--- src/rtl/bfs_pkg.sv ---
// Package of constants, register map and types for the buck fault sequencer.
package bfs_pkg;

  // ---------------------------------------------------------------------------
  // Timing
  // ---------------------------------------------------------------------------
  localparam int unsigned CLK_PERIOD_NS    = 100;
  localparam int unsigned PG_FALL_DELAY_US = 500;
  localparam int unsigned PG_FALL_CYCLES   = (PG_FALL_DELAY_US * 1000) / CLK_PERIOD_NS;
  localparam int unsigned VSEL_SKEW_NS     = 500;
  localparam int unsigned VSEL_SKEW_CYCLES =
    (VSEL_SKEW_NS + CLK_PERIOD_NS - 1) / CLK_PERIOD_NS;
  localparam int unsigned SS_STEPS_DEF     = 64;

  // ---------------------------------------------------------------------------
  // Setpoint in millivolts
  // ---------------------------------------------------------------------------
  localparam logic [11:0] SETPT_MIN_MV  = 12'h44C;
  localparam logic [11:0] SETPT_STEP_MV = 12'h019;
  localparam logic [4:0]  VSEL_OFF_CODE = 5'h1F;

  // ---------------------------------------------------------------------------
  // AXI4-Lite register map
  // ---------------------------------------------------------------------------
  localparam logic [7:0]  CTRL_OFFS    = 8'h00;
  localparam logic [7:0]  STATUS_OFFS  = 8'h04;
  localparam logic [7:0]  SETPT_OFFS   = 8'h08;
  localparam logic [7:0]  OVCNT_OFFS   = 8'h0C;
  localparam int unsigned CTRL_SWEN_BIT = 0;
  localparam logic [31:0] CTRL_RESET   = 32'h0000_0001;
  localparam logic [1:0]  RESP_OKAY    = 2'h0;
  localparam logic [1:0]  RESP_SLVERR  = 2'h2;

  typedef enum logic [2:0] {
    BFS_ST_OFF,
    BFS_ST_SOFTSTART,
    BFS_ST_RUN,
    BFS_ST_OC_HOLD,
    BFS_ST_OT_OFF,
    BFS_ST_OV_LATCH
  } bfs_state_t;

  // Default mapping: codes 0..30 step upward, code 31 is the off code.
  function automatic logic [11:0] bfs_code_mv(input logic [4:0] code);
    bfs_code_mv = (code == VSEL_OFF_CODE) ? 12'h000
                : 12'(SETPT_MIN_MV + 12'(code) * SETPT_STEP_MV);
  endfunction

endpackage

--- src/rtl/bfs_stat_if.sv ---
// Interface carrying sequencer status between the modules of the block.
`timescale 1ns/10ps
interface bfs_stat_if;
  logic        run_ok;
  logic        disabled;
  logic [11:0] setpt_mv;
  modport src (output run_ok, output disabled, output setpt_mv);
  modport dst (input run_ok, input disabled, input setpt_mv);
endinterface // bfs_stat_if

--- src/rtl/bfs_top.sv ---
// Top of the buck fault sequencer: state machine, gate commands, AXI4-Lite.
//
// Added by the designer: the register addresses and register access over AXI4-Lite.
`timescale 1ns/10ps
module bfs_top #(
  parameter int unsigned SS_STEPS    = bfs_pkg::SS_STEPS_DEF,
  parameter int unsigned PG_FALL_CYC = bfs_pkg::PG_FALL_CYCLES
) (
  input  wire logic        mclk_i,
  input  wire logic        reset_i,
  input  wire logic        overcurrent_i,
  input  wire logic        zero_current_i,
  input  wire logic        fb_overvolt_i,
  input  wire logic        fb_undervolt_i,
  input  wire logic        overtemp_i,
  input  wire logic        enable_i,
  input  wire logic        economy_i,
  input  wire logic [4:0]  voltage_select_code_i,
  input  wire logic        pwm_a_i,
  input  wire logic        pwm_b_i,
  output logic [1:0]       high_side_gate_out_o,
  output logic [1:0]       low_side_gate_out_o,
  output logic             softstart_o,
  output logic [4:0]       ref_code_o,
  output logic [5:0]       ss_level_o,
  output logic             output_ok_flag_n_o,
  input  wire logic [7:0]  s_axi_awaddr,
  input  wire logic        s_axi_awvalid,
  output logic             s_axi_awready,
  input  wire logic [31:0] s_axi_wdata,
  input  wire logic [3:0]  s_axi_wstrb,
  input  wire logic        s_axi_wvalid,
  output logic             s_axi_wready,
  output logic [1:0]       s_axi_bresp,
  output logic             s_axi_bvalid,
  input  wire logic        s_axi_bready,
  input  wire logic [7:0]  s_axi_araddr,
  input  wire logic        s_axi_arvalid,
  output logic             s_axi_arready,
  output logic [31:0]      s_axi_rdata,
  output logic [1:0]       s_axi_rresp,
  output logic             s_axi_rvalid,
  input  wire logic        s_axi_rready
);
  initial begin
    if (SS_STEPS < 2 || SS_STEPS > 64) $error("SS_STEPS must be 2 to 64");
  end

  // ---------------------------------------------------------------------------
  // Declarations
  // ---------------------------------------------------------------------------
  bfs_pkg::bfs_state_t state_reg;
  bfs_pkg::bfs_state_t state_next;
  logic        ov_latch_reg;
  logic [5:0]  ss_reg;
  logic [1:0]  hs_reg;
  logic [1:0]  ls_reg;
  logic [1:0]  hs_next;
  logic [1:0]  ls_next;
  logic        ctrl_swen_reg;
  logic [15:0] oc_cnt_reg;
  logic [4:0]  code_w;
  logic [11:0] mv_w;
  logic        aw_full_reg;
  logic        w_full_reg;
  logic [7:0]  aw_addr_reg;
  logic [31:0] w_data_reg;
  logic [3:0]  w_strb_reg;
  logic        en_eff;
  logic        ss_done;

  bfs_stat_if stat ();

  // ---------------------------------------------------------------------------
  // Sub-blocks
  // ---------------------------------------------------------------------------
  bfs_vsel u_vsel (
    .mclk_i                (mclk_i),
    .reset_i               (reset_i),
    .voltage_select_code_i (voltage_select_code_i),
    .code_o                (code_w),
    .setpt_mv_o            (mv_w)
  );

  bfs_pgood #(.FALL_CYCLES(PG_FALL_CYC)) u_pgood (
    .mclk_i   (mclk_i),
    .reset_i  (reset_i),
    .fb_low_i (fb_undervolt_i),
    .stat     (stat),
    .ok_n_o   (output_ok_flag_n_o)
  );

  assign en_eff         = enable_i && ctrl_swen_reg;
  assign ss_done        = (ss_reg == 6'(SS_STEPS - 1));
  assign stat.run_ok    = (state_reg == bfs_pkg::BFS_ST_RUN);
  assign stat.disabled  = !en_eff;
  assign stat.setpt_mv  = mv_w;

  // ---------------------------------------------------------------------------
  // Over-voltage latch
  // ---------------------------------------------------------------------------
  // Only the power-on reset clears it; enable and software cannot.
  // over-voltage latch
  always_ff @(posedge mclk_i) begin
    if (reset_i) begin
      ov_latch_reg <= 1'b0;
    end else if (fb_overvolt_i) begin
      ov_latch_reg <= 1'b1;
    end
  end

  // ---------------------------------------------------------------------------
  // Sequencer state machine
  // ---------------------------------------------------------------------------
  // Faults are checked in priority order so a higher fault always wins.
  // fault priority
  always_comb begin
    state_next = state_reg;
    if (ov_latch_reg || fb_overvolt_i) begin
      state_next = bfs_pkg::BFS_ST_OV_LATCH;
    end else if (overtemp_i) begin
      state_next = bfs_pkg::BFS_ST_OT_OFF;
    end else if (overcurrent_i && state_reg != bfs_pkg::BFS_ST_OFF) begin
      state_next = bfs_pkg::BFS_ST_OC_HOLD;
    end else begin
      case (state_reg)
        bfs_pkg::BFS_ST_OFF: begin
          if (en_eff) state_next = bfs_pkg::BFS_ST_SOFTSTART;
        end
        bfs_pkg::BFS_ST_SOFTSTART: begin
          if (!en_eff) state_next = bfs_pkg::BFS_ST_OFF;
          else if (ss_done) state_next = bfs_pkg::BFS_ST_RUN;
        end
        bfs_pkg::BFS_ST_RUN: begin
          if (!en_eff) state_next = bfs_pkg::BFS_ST_OFF;
        end
        bfs_pkg::BFS_ST_OC_HOLD: begin
          if (zero_current_i) begin
            state_next = en_eff ? bfs_pkg::BFS_ST_SOFTSTART : bfs_pkg::BFS_ST_OFF;
          end
        end
        bfs_pkg::BFS_ST_OT_OFF: begin
          // Thermal flag has cleared with hysteresis; restart softly.
          state_next = en_eff ? bfs_pkg::BFS_ST_SOFTSTART : bfs_pkg::BFS_ST_OFF;
        end
        bfs_pkg::BFS_ST_OV_LATCH: begin
          state_next = bfs_pkg::BFS_ST_OV_LATCH;
        end
        default: begin
          state_next = bfs_pkg::BFS_ST_OFF;
        end
      endcase
    end
  end

  always_ff @(posedge mclk_i) begin
    if (reset_i) begin
      state_reg <= bfs_pkg::BFS_ST_OFF;
    end else begin
      state_reg <= state_next;
    end
  end

  // Soft-start ramp counter, restarted from zero at every new entry.
  // full ramp each restart
  always_ff @(posedge mclk_i) begin
    if (reset_i) begin
      ss_reg <= 6'h00;
    end else if (state_reg != bfs_pkg::BFS_ST_SOFTSTART) begin
      ss_reg <= 6'h00;
    end else if (!ss_done) begin
      ss_reg <= ss_reg + 6'h01;
    end
  end

  // ---------------------------------------------------------------------------
  // Gate commands
  // ---------------------------------------------------------------------------
  // Index 0 is phase A, index 1 is phase B. Low side is the complement of
  // the PWM while switching; a registered stage keeps the pins glitch free.
  always_comb begin
    hs_next = 2'h0;
    ls_next = 2'h0;
    case (state_reg)
      bfs_pkg::BFS_ST_OV_LATCH, bfs_pkg::BFS_ST_OC_HOLD: begin
        hs_next = 2'h0;
        ls_next = 2'h3;
      end
      bfs_pkg::BFS_ST_SOFTSTART, bfs_pkg::BFS_ST_RUN: begin
        hs_next = {pwm_b_i, pwm_a_i};
        ls_next = {!pwm_b_i, !pwm_a_i};
        if (economy_i) begin
          hs_next[0] = 1'b0;
          ls_next[0] = 1'b0;
        end
      end
      default: begin
        hs_next = 2'h0;
        ls_next = 2'h0;
      end
    endcase
  end

  always_ff @(posedge mclk_i) begin
    if (reset_i) begin
      hs_reg <= 2'h0;
      ls_reg <= 2'h0;
    end else begin
      hs_reg <= hs_next;
      ls_reg <= ls_next;
    end
  end

  assign high_side_gate_out_o = hs_reg;
  assign low_side_gate_out_o  = ls_reg;
  assign softstart_o          = (state_reg == bfs_pkg::BFS_ST_SOFTSTART);
  assign ss_level_o           = ss_reg;
  assign ref_code_o           = code_w;

  // Overcurrent event counter, saturating; visible to software.
  always_ff @(posedge mclk_i) begin
    if (reset_i) begin
      oc_cnt_reg <= 16'h0000;
    end else if (state_next == bfs_pkg::BFS_ST_OC_HOLD && state_reg != bfs_pkg::BFS_ST_OC_HOLD
                 && oc_cnt_reg != 16'hFFFF) begin
      oc_cnt_reg <= oc_cnt_reg + 16'h0001;
    end
  end

  // ---------------------------------------------------------------------------
  // AXI4-Lite slave
  // ---------------------------------------------------------------------------
  // Address and data are captured independently; the write happens when both
  // are held and no response is pending.
  assign s_axi_awready = !aw_full_reg && !s_axi_bvalid;
  assign s_axi_wready  = !w_full_reg && !s_axi_bvalid;
  assign s_axi_arready = !s_axi_rvalid;

  always_ff @(posedge mclk_i) begin
    if (reset_i) begin
      aw_full_reg <= 1'b0;
      w_full_reg  <= 1'b0;
      aw_addr_reg <= 8'h00;
      w_data_reg  <= 32'h0000_0000;
      w_strb_reg  <= 4'h0;
    end else if (aw_full_reg && w_full_reg) begin
      aw_full_reg <= 1'b0;
      w_full_reg  <= 1'b0;
    end else begin
      if (s_axi_awvalid && s_axi_awready) begin
        aw_full_reg <= 1'b1;
        aw_addr_reg <= s_axi_awaddr;
      end
      if (s_axi_wvalid && s_axi_wready) begin
        w_full_reg <= 1'b1;
        w_data_reg <= s_axi_wdata;
        w_strb_reg <= s_axi_wstrb;
      end
    end
  end

  // Control register write; only the low byte lane carries a field.
  always_ff @(posedge mclk_i) begin
    if (reset_i) begin
      ctrl_swen_reg <= bfs_pkg::CTRL_RESET[bfs_pkg::CTRL_SWEN_BIT];
    end else if (aw_full_reg && w_full_reg && aw_addr_reg == bfs_pkg::CTRL_OFFS
                 && w_strb_reg[0]) begin
      ctrl_swen_reg <= w_data_reg[bfs_pkg::CTRL_SWEN_BIT];
    end
  end

  // Write response; unmapped or read-only offsets answer SLVERR.
  always_ff @(posedge mclk_i) begin
    if (reset_i) begin
      s_axi_bvalid <= 1'b0;
      s_axi_bresp  <= bfs_pkg::RESP_OKAY;
    end else if (aw_full_reg && w_full_reg) begin
      s_axi_bvalid <= 1'b1;
      s_axi_bresp  <= (aw_addr_reg == bfs_pkg::CTRL_OFFS) ? bfs_pkg::RESP_OKAY
                                                          : bfs_pkg::RESP_SLVERR;
    end else if (s_axi_bready) begin
      s_axi_bvalid <= 1'b0;
    end
  end

  // Read channel, one cycle from address to data.
  always_ff @(posedge mclk_i) begin
    if (reset_i) begin
      s_axi_rvalid <= 1'b0;
      s_axi_rdata  <= 32'h0000_0000;
      s_axi_rresp  <= bfs_pkg::RESP_OKAY;
    end else if (s_axi_arvalid && s_axi_arready) begin
      s_axi_rvalid <= 1'b1;
      s_axi_rresp  <= bfs_pkg::RESP_OKAY;
      case (s_axi_araddr)
        bfs_pkg::CTRL_OFFS:   s_axi_rdata <= {31'h0, ctrl_swen_reg};
        bfs_pkg::STATUS_OFFS: s_axi_rdata <= {22'h0, !output_ok_flag_n_o, ov_latch_reg,
                                               overtemp_i, economy_i, 1'b0, state_reg,
                                               2'h0};
        bfs_pkg::SETPT_OFFS:  s_axi_rdata <= {11'h0, code_w, 4'h0, mv_w};
        bfs_pkg::OVCNT_OFFS:  s_axi_rdata <= {16'h0, oc_cnt_reg};
        default: begin
          s_axi_rdata <= 32'h0000_0000;
          s_axi_rresp <= bfs_pkg::RESP_SLVERR;
        end
      endcase
    end else if (s_axi_rready) begin
      s_axi_rvalid <= 1'b0;
    end
  end
endmodule // bfs_top

--- src/rtl/bfs_pgood.sv ---
// Power-good monitor with a delayed falling edge.
`timescale 1ns/10ps
module bfs_pgood #(
  parameter int unsigned FALL_CYCLES = bfs_pkg::PG_FALL_CYCLES
) (
  input  wire logic  mclk_i,
  input  wire logic  reset_i,
  input  wire logic  fb_low_i,
  bfs_stat_if.dst    stat,
  output logic       ok_n_o
);
  initial begin
    if (FALL_CYCLES < 1) $error("FALL_CYCLES must be at least one");
  end

  logic [31:0] cnt_reg;
  logic        ok_reg;
  logic        good;

  // Raw level: regulating, not disabled, a valid code, no undervoltage.
  // undervoltage window
  assign good = stat.run_ok && !stat.disabled && (stat.setpt_mv != 12'h000) && !fb_low_i;

  // Rise at once; fall only after the bad level holds for the delay.
  // Disable bypasses the delay so the flag is low for the whole disable.
  // delayed fall only
  always_ff @(posedge mclk_i) begin
    if (reset_i) begin
      cnt_reg <= 32'h0000_0000;
      ok_reg  <= 1'b0;
    end else if (good) begin
      cnt_reg <= 32'h0000_0000;
      ok_reg  <= 1'b1;
    end else if (stat.disabled) begin
      cnt_reg <= 32'h0000_0000;
      ok_reg  <= 1'b0;
    end else if (ok_reg) begin
      if (cnt_reg >= FALL_CYCLES - 1) begin
        ok_reg  <= 1'b0;
        cnt_reg <= 32'h0000_0000;
      end else begin
        cnt_reg <= cnt_reg + 32'h0000_0001;
      end
    end
  end

  assign ok_n_o = !ok_reg;
endmodule // bfs_pgood

--- src/rtl/bfs_vsel.sv ---
// Voltage-select decoder with skew filter and parameter lookup table.
`timescale 1ns/10ps
module bfs_vsel #(
  parameter int unsigned SKEW_CYCLES = bfs_pkg::VSEL_SKEW_CYCLES,
  parameter logic [32*12-1:0] CODE_TABLE = '0,
  parameter bit USE_TABLE = 1'b0
) (
  input  wire logic        mclk_i,
  input  wire logic        reset_i,
  input  wire logic [4:0]  voltage_select_code_i,
  output logic [4:0]       code_o,
  output logic [11:0]      setpt_mv_o
);
  initial begin
    if (SKEW_CYCLES < 1 || SKEW_CYCLES > 255) $error("SKEW_CYCLES must be 1 to 255");
  end

  logic [4:0]  last_reg;
  logic [7:0]  stable_reg;
  logic [4:0]  code_reg;
  logic [11:0] mv_reg;

  // Accept a code only after it has held for the skew window; lines that move
  // one at a time never show their intermediate codes to the reference.
  // skew window filter
  always_ff @(posedge mclk_i) begin
    if (reset_i) begin
      last_reg   <= bfs_pkg::VSEL_OFF_CODE;
      stable_reg <= 8'h00;
      code_reg   <= bfs_pkg::VSEL_OFF_CODE;
    end else if (voltage_select_code_i != last_reg) begin
      last_reg   <= voltage_select_code_i;
      stable_reg <= 8'h00;
    end else if (stable_reg < 8'(SKEW_CYCLES)) begin
      stable_reg <= stable_reg + 8'h01;
    end else begin
      code_reg <= last_reg;
    end
  end

  always_ff @(posedge mclk_i) begin
    if (reset_i) begin
      mv_reg <= 12'h000;
    end else if (USE_TABLE) begin
      mv_reg <= CODE_TABLE[code_reg*12 +: 12];
    end else begin
      mv_reg <= bfs_pkg::bfs_code_mv(code_reg);
    end
  end

  assign code_o     = code_reg;
  assign setpt_mv_o = mv_reg;
endmodule // bfs_vsel

--- config.mk ---
export PLATFORM = sky130hd
export DESIGN_NAME = bfs_top
export DESIGN_NICKNAME = d
export VERILOG_FILES = /design/src/rtl/bfs_pkg.sv /design/src/rtl/bfs_stat_if.sv /design/src/rtl/bfs_top.sv /design/src/rtl/bfs_pgood.sv /design/src/rtl/bfs_vsel.sv
export SDC_FILE = /design/constraint.sdc
export NUM_CORES = 1
export LEC_CHECK = 0
export BUFFER_PORTS_ARGS = -buffer_cell sky130_fd_sc_hd__buf_2
export CAP_MARGIN = 10
export CORE_MARGIN = 3
export CORE_UTILIZATION = 49
export CTS_CLUSTER_SIZE = 24
export DETAILED_ROUTE_END_ITERATION = 8
export PLACE_DENSITY = 0.76
export SKIP_LAST_GASP = 1
export SLEW_MARGIN = 20
export SYNTH_ARGS = -nofsm -noshare
export SYNTH_HDL_FRONTEND = slang
export SYNTH_SLANG_ARGS = --single-unit
export TNS_END_PERCENT = 20
--- constraint.sdc ---
create_clock -name mclk_i -period 2.7 [get_ports mclk_i]
set_clock_uncertainty 0.1 [all_clocks]
set_input_delay 0.54 -clock mclk_i [delete_from_list [all_inputs] [get_ports mclk_i]]
set_output_delay 0.54 -clock mclk_i [all_outputs]
set_load 0.005 [all_outputs]
==> qor.yml <==
fin_cells: 908
synthAdderAreaFrac: 0.0605
critical_path_required_ps: 2900
setup-violations-final: 0
core_sq_um: 11600
post_dp_cell_area_sq_um: 6510
dr.pass1.iters: 5
p_per_area_nw_per_um2: 652
io-pin-count: 131
fmax_mhz: 381
hold_violations: 0
grt_max_degree: 66
synth_seq_cells: 131
outcome: "finished clean"
clk_pin_slew_ps: 60
track_usage: 0.214
yosys.area_share.simple: 0.241
htreeDepth: 4
cp-end-kind: "register"
finalMaxSlewViolations: 0
hold_path_class: "input pin to register"
worst-path-max-fanout: 4
peakVddDrop_v: 0.000419
antenna_cells: 0
drc: 0
synthCells: 652
fp.dieH_um: 116
slew_headroom: 0.524
syn_avg_cell_area_sq_um: 9.08
p_int_w: 0.00373
start_kind: "register"
p_seq_frac: 0.423
cp.arrival_ps: 2820
ys_seq_area_frac: 0.443
synth_edf_count: 0
grtUsageMet3: 0.0621
grt_pass1_vias: 4988
syn2layout_area_growth_pct: 21.7
hold_buffers: 0
final_net_count: 854
period_share: 0.971
final_cell_mix: "dfxtp_1 (129), buf_2 (83), nor2_1 (74), nand2_1 (67), and2_1 (31)"
dp.cells: 877
clock_latency_ps: 420
drt_iter0_markers: 334
synth-compound-area-share: 0.139
wl_per_cell_um: 15.1
combinationalPowerShare: 0.049
critical_path_class: "register to register"
yosysTopAreaCell: "dfxtp_1"
cts_buffers: 17
worst_slew_pin_slew_ps: 712
synth_top_family_by_area: "simple AND/OR/NAND/NOR gates"
p_sw_frac: 0.204
cts_tree: "built"
synth_cell_type_count: 74
grt.met1_usage: 0.249
grt_overflow_total: 0
portBuffers: 83
rsz0062_at_grt: "true"
final_common_cell: "dfxtp_1"
die_w_um: 116
async_flop_share: 0
yosys_warnings: 0
p_sw_w: 0.000959
vias: 4945
synth_top_cell_area_share: 0.443
synth_mux_area_frac: 0.0351
place_congestion: 0.836
fin_area_sq_um: 7200
largest_reg_flops: 32
netlist_top_cells_area: "dfxtp_1 (44%), ha_1 (5.7%), nor2_1 (4.7%), nand2_1 (4.2%), and2_1 (3.3%)"
grt-busiest-layer: "met2"
dieArea_sq_um: 13400
maxCapViolCount: 0
start_util: 0.510
hpwl_mm: 10.0
synthXorXnorAreaFrac: 0.0326
antenna_found_initial: 0
avgViaCountPerCell: 5.45
met2_usage: 0.361
ant_nets: 0
clk_path_buf_depth: 2
totalWireLength_mm: 13.7
grt_pass1_wl_mm: 22.7
netlist_area_sq_um: 5920
root_buffer: "clkbuf_16"
final_core_util: 0.620
period_minus_slack_ps: 2620
clockPowerShare: 0.528
cts_sinks: 131
p_leak_nw: 3.15
rows: 39
drive_gt1_frac: 0.227
synth_ff_type: "dfxtp_1"
[critical path, stage by stage (launching register included)]
cell	delay, ps
dfxtp_2	350
ha_1	300
ha_1	300
ha_1	340
ha_1	310
a21o_1	170
a21oi_2	170
o21bai_1	100
a21oi_2	170
xor2_1	160
nor2_1	50
[per-layer routing]
metal	vias to the layer above	wire length, um
met2	135	6670
met5	-	0
met3	33	786
met4	0	336
li1	2470	-
met1	2307	5920
[metrics by stage]
step	worst slack, ps	hold WS, ps	power (W)	setup TNS, ps
after floorplan	49.3	320	0.00218	0
after global placement	31.5	335	0.00225	0
after detailed placement	-30.6	340	0.00226	-30.6
after CTS	-2.10	195	0.00473	-2.10
after global routing	-2.51	217	0.00485	-4.97
final	78.2	212	0.00469	0
[power groups by stage]
stage	sequential, W	combinational [W]	clock, W
after floorplan	0.00202	0.000164	0
after global placement	0.00202	0.000222	0
after detailed placement	0.00203	0.000230	0
after CTS	0.00198	0.000231	0.00252
after global routing	0.00199	0.000260	0.00260
final	0.00199	0.000230	0.00248
[cells in the mapped netlist, types with 9 or more instances]
| library cell | instances |
|---|---|
| dfxtp_1 | 131 |
| nor2_1 | 74 |
| nand2_1 | 67 |
| a21oi_1 | 33 |
| and2_1 | 31 |
| ha_1 | 27 |
| inv_1 | 21 |
| nand3_1 | 20 |
| o21ai_0 | 19 |
| a22oi_1 | 18 |
| nor3_1 | 15 |
| clkbuf_1 | 14 |
| mux2i_1 | 14 |
| buf_4 | 13 |
| nor4_1 | 12 |
| xor2_1 | 12 |
| xnor2_1 | 10 |
| and3_1 | 9 |
[logic make-up after synthesis]
| kind of cell | count (synthesis) |
|---|---|
| and+or+nand+nor | 278 |
| DFF | 131 |
| AOI/OAI and AO/OA | 118 |
| buffers and inverters | 54 |
| adders and majority gates | 28 |
| xor gates and xnor gates | 22 |
| muxes | 20 |
| other | 1 |
[final timing paths]
kind	from	to	slack [ps]	cells after the start
setup / recovery	u_vsel.code_o[1]	u_vsel.setpt_mv_o[9]	80	10
hold / removal	s_axi_rready	s_axi_rvalid	210	2
setup reg to reg	u_vsel.code_o[1]	u_vsel.setpt_mv_o[9]	80	10
hold reg to reg	u_pgood.cnt_reg[27]	u_pgood.cnt_reg[27]	350	1
[what timing repair did]
item                       4_1_cts  5_1_grt
buffers inserted                 0        0
pin swaps                        1        0
resized for setup                4        6
setup endpoints to repair        2        3
[cell type report]
class / count / area [sq um]
well taps: 143 / 179
inverters: 21 / 78.8
fillers: 993 / 4410
repair buffers: 103 / 578
clock inverters: 10 / 180
clock buffers: 21 / 460
flip-flops and latches: 131 / 2630
multi-input cells: 479 / 3100
Note: power is estimated with default switching activity, not from simulation.
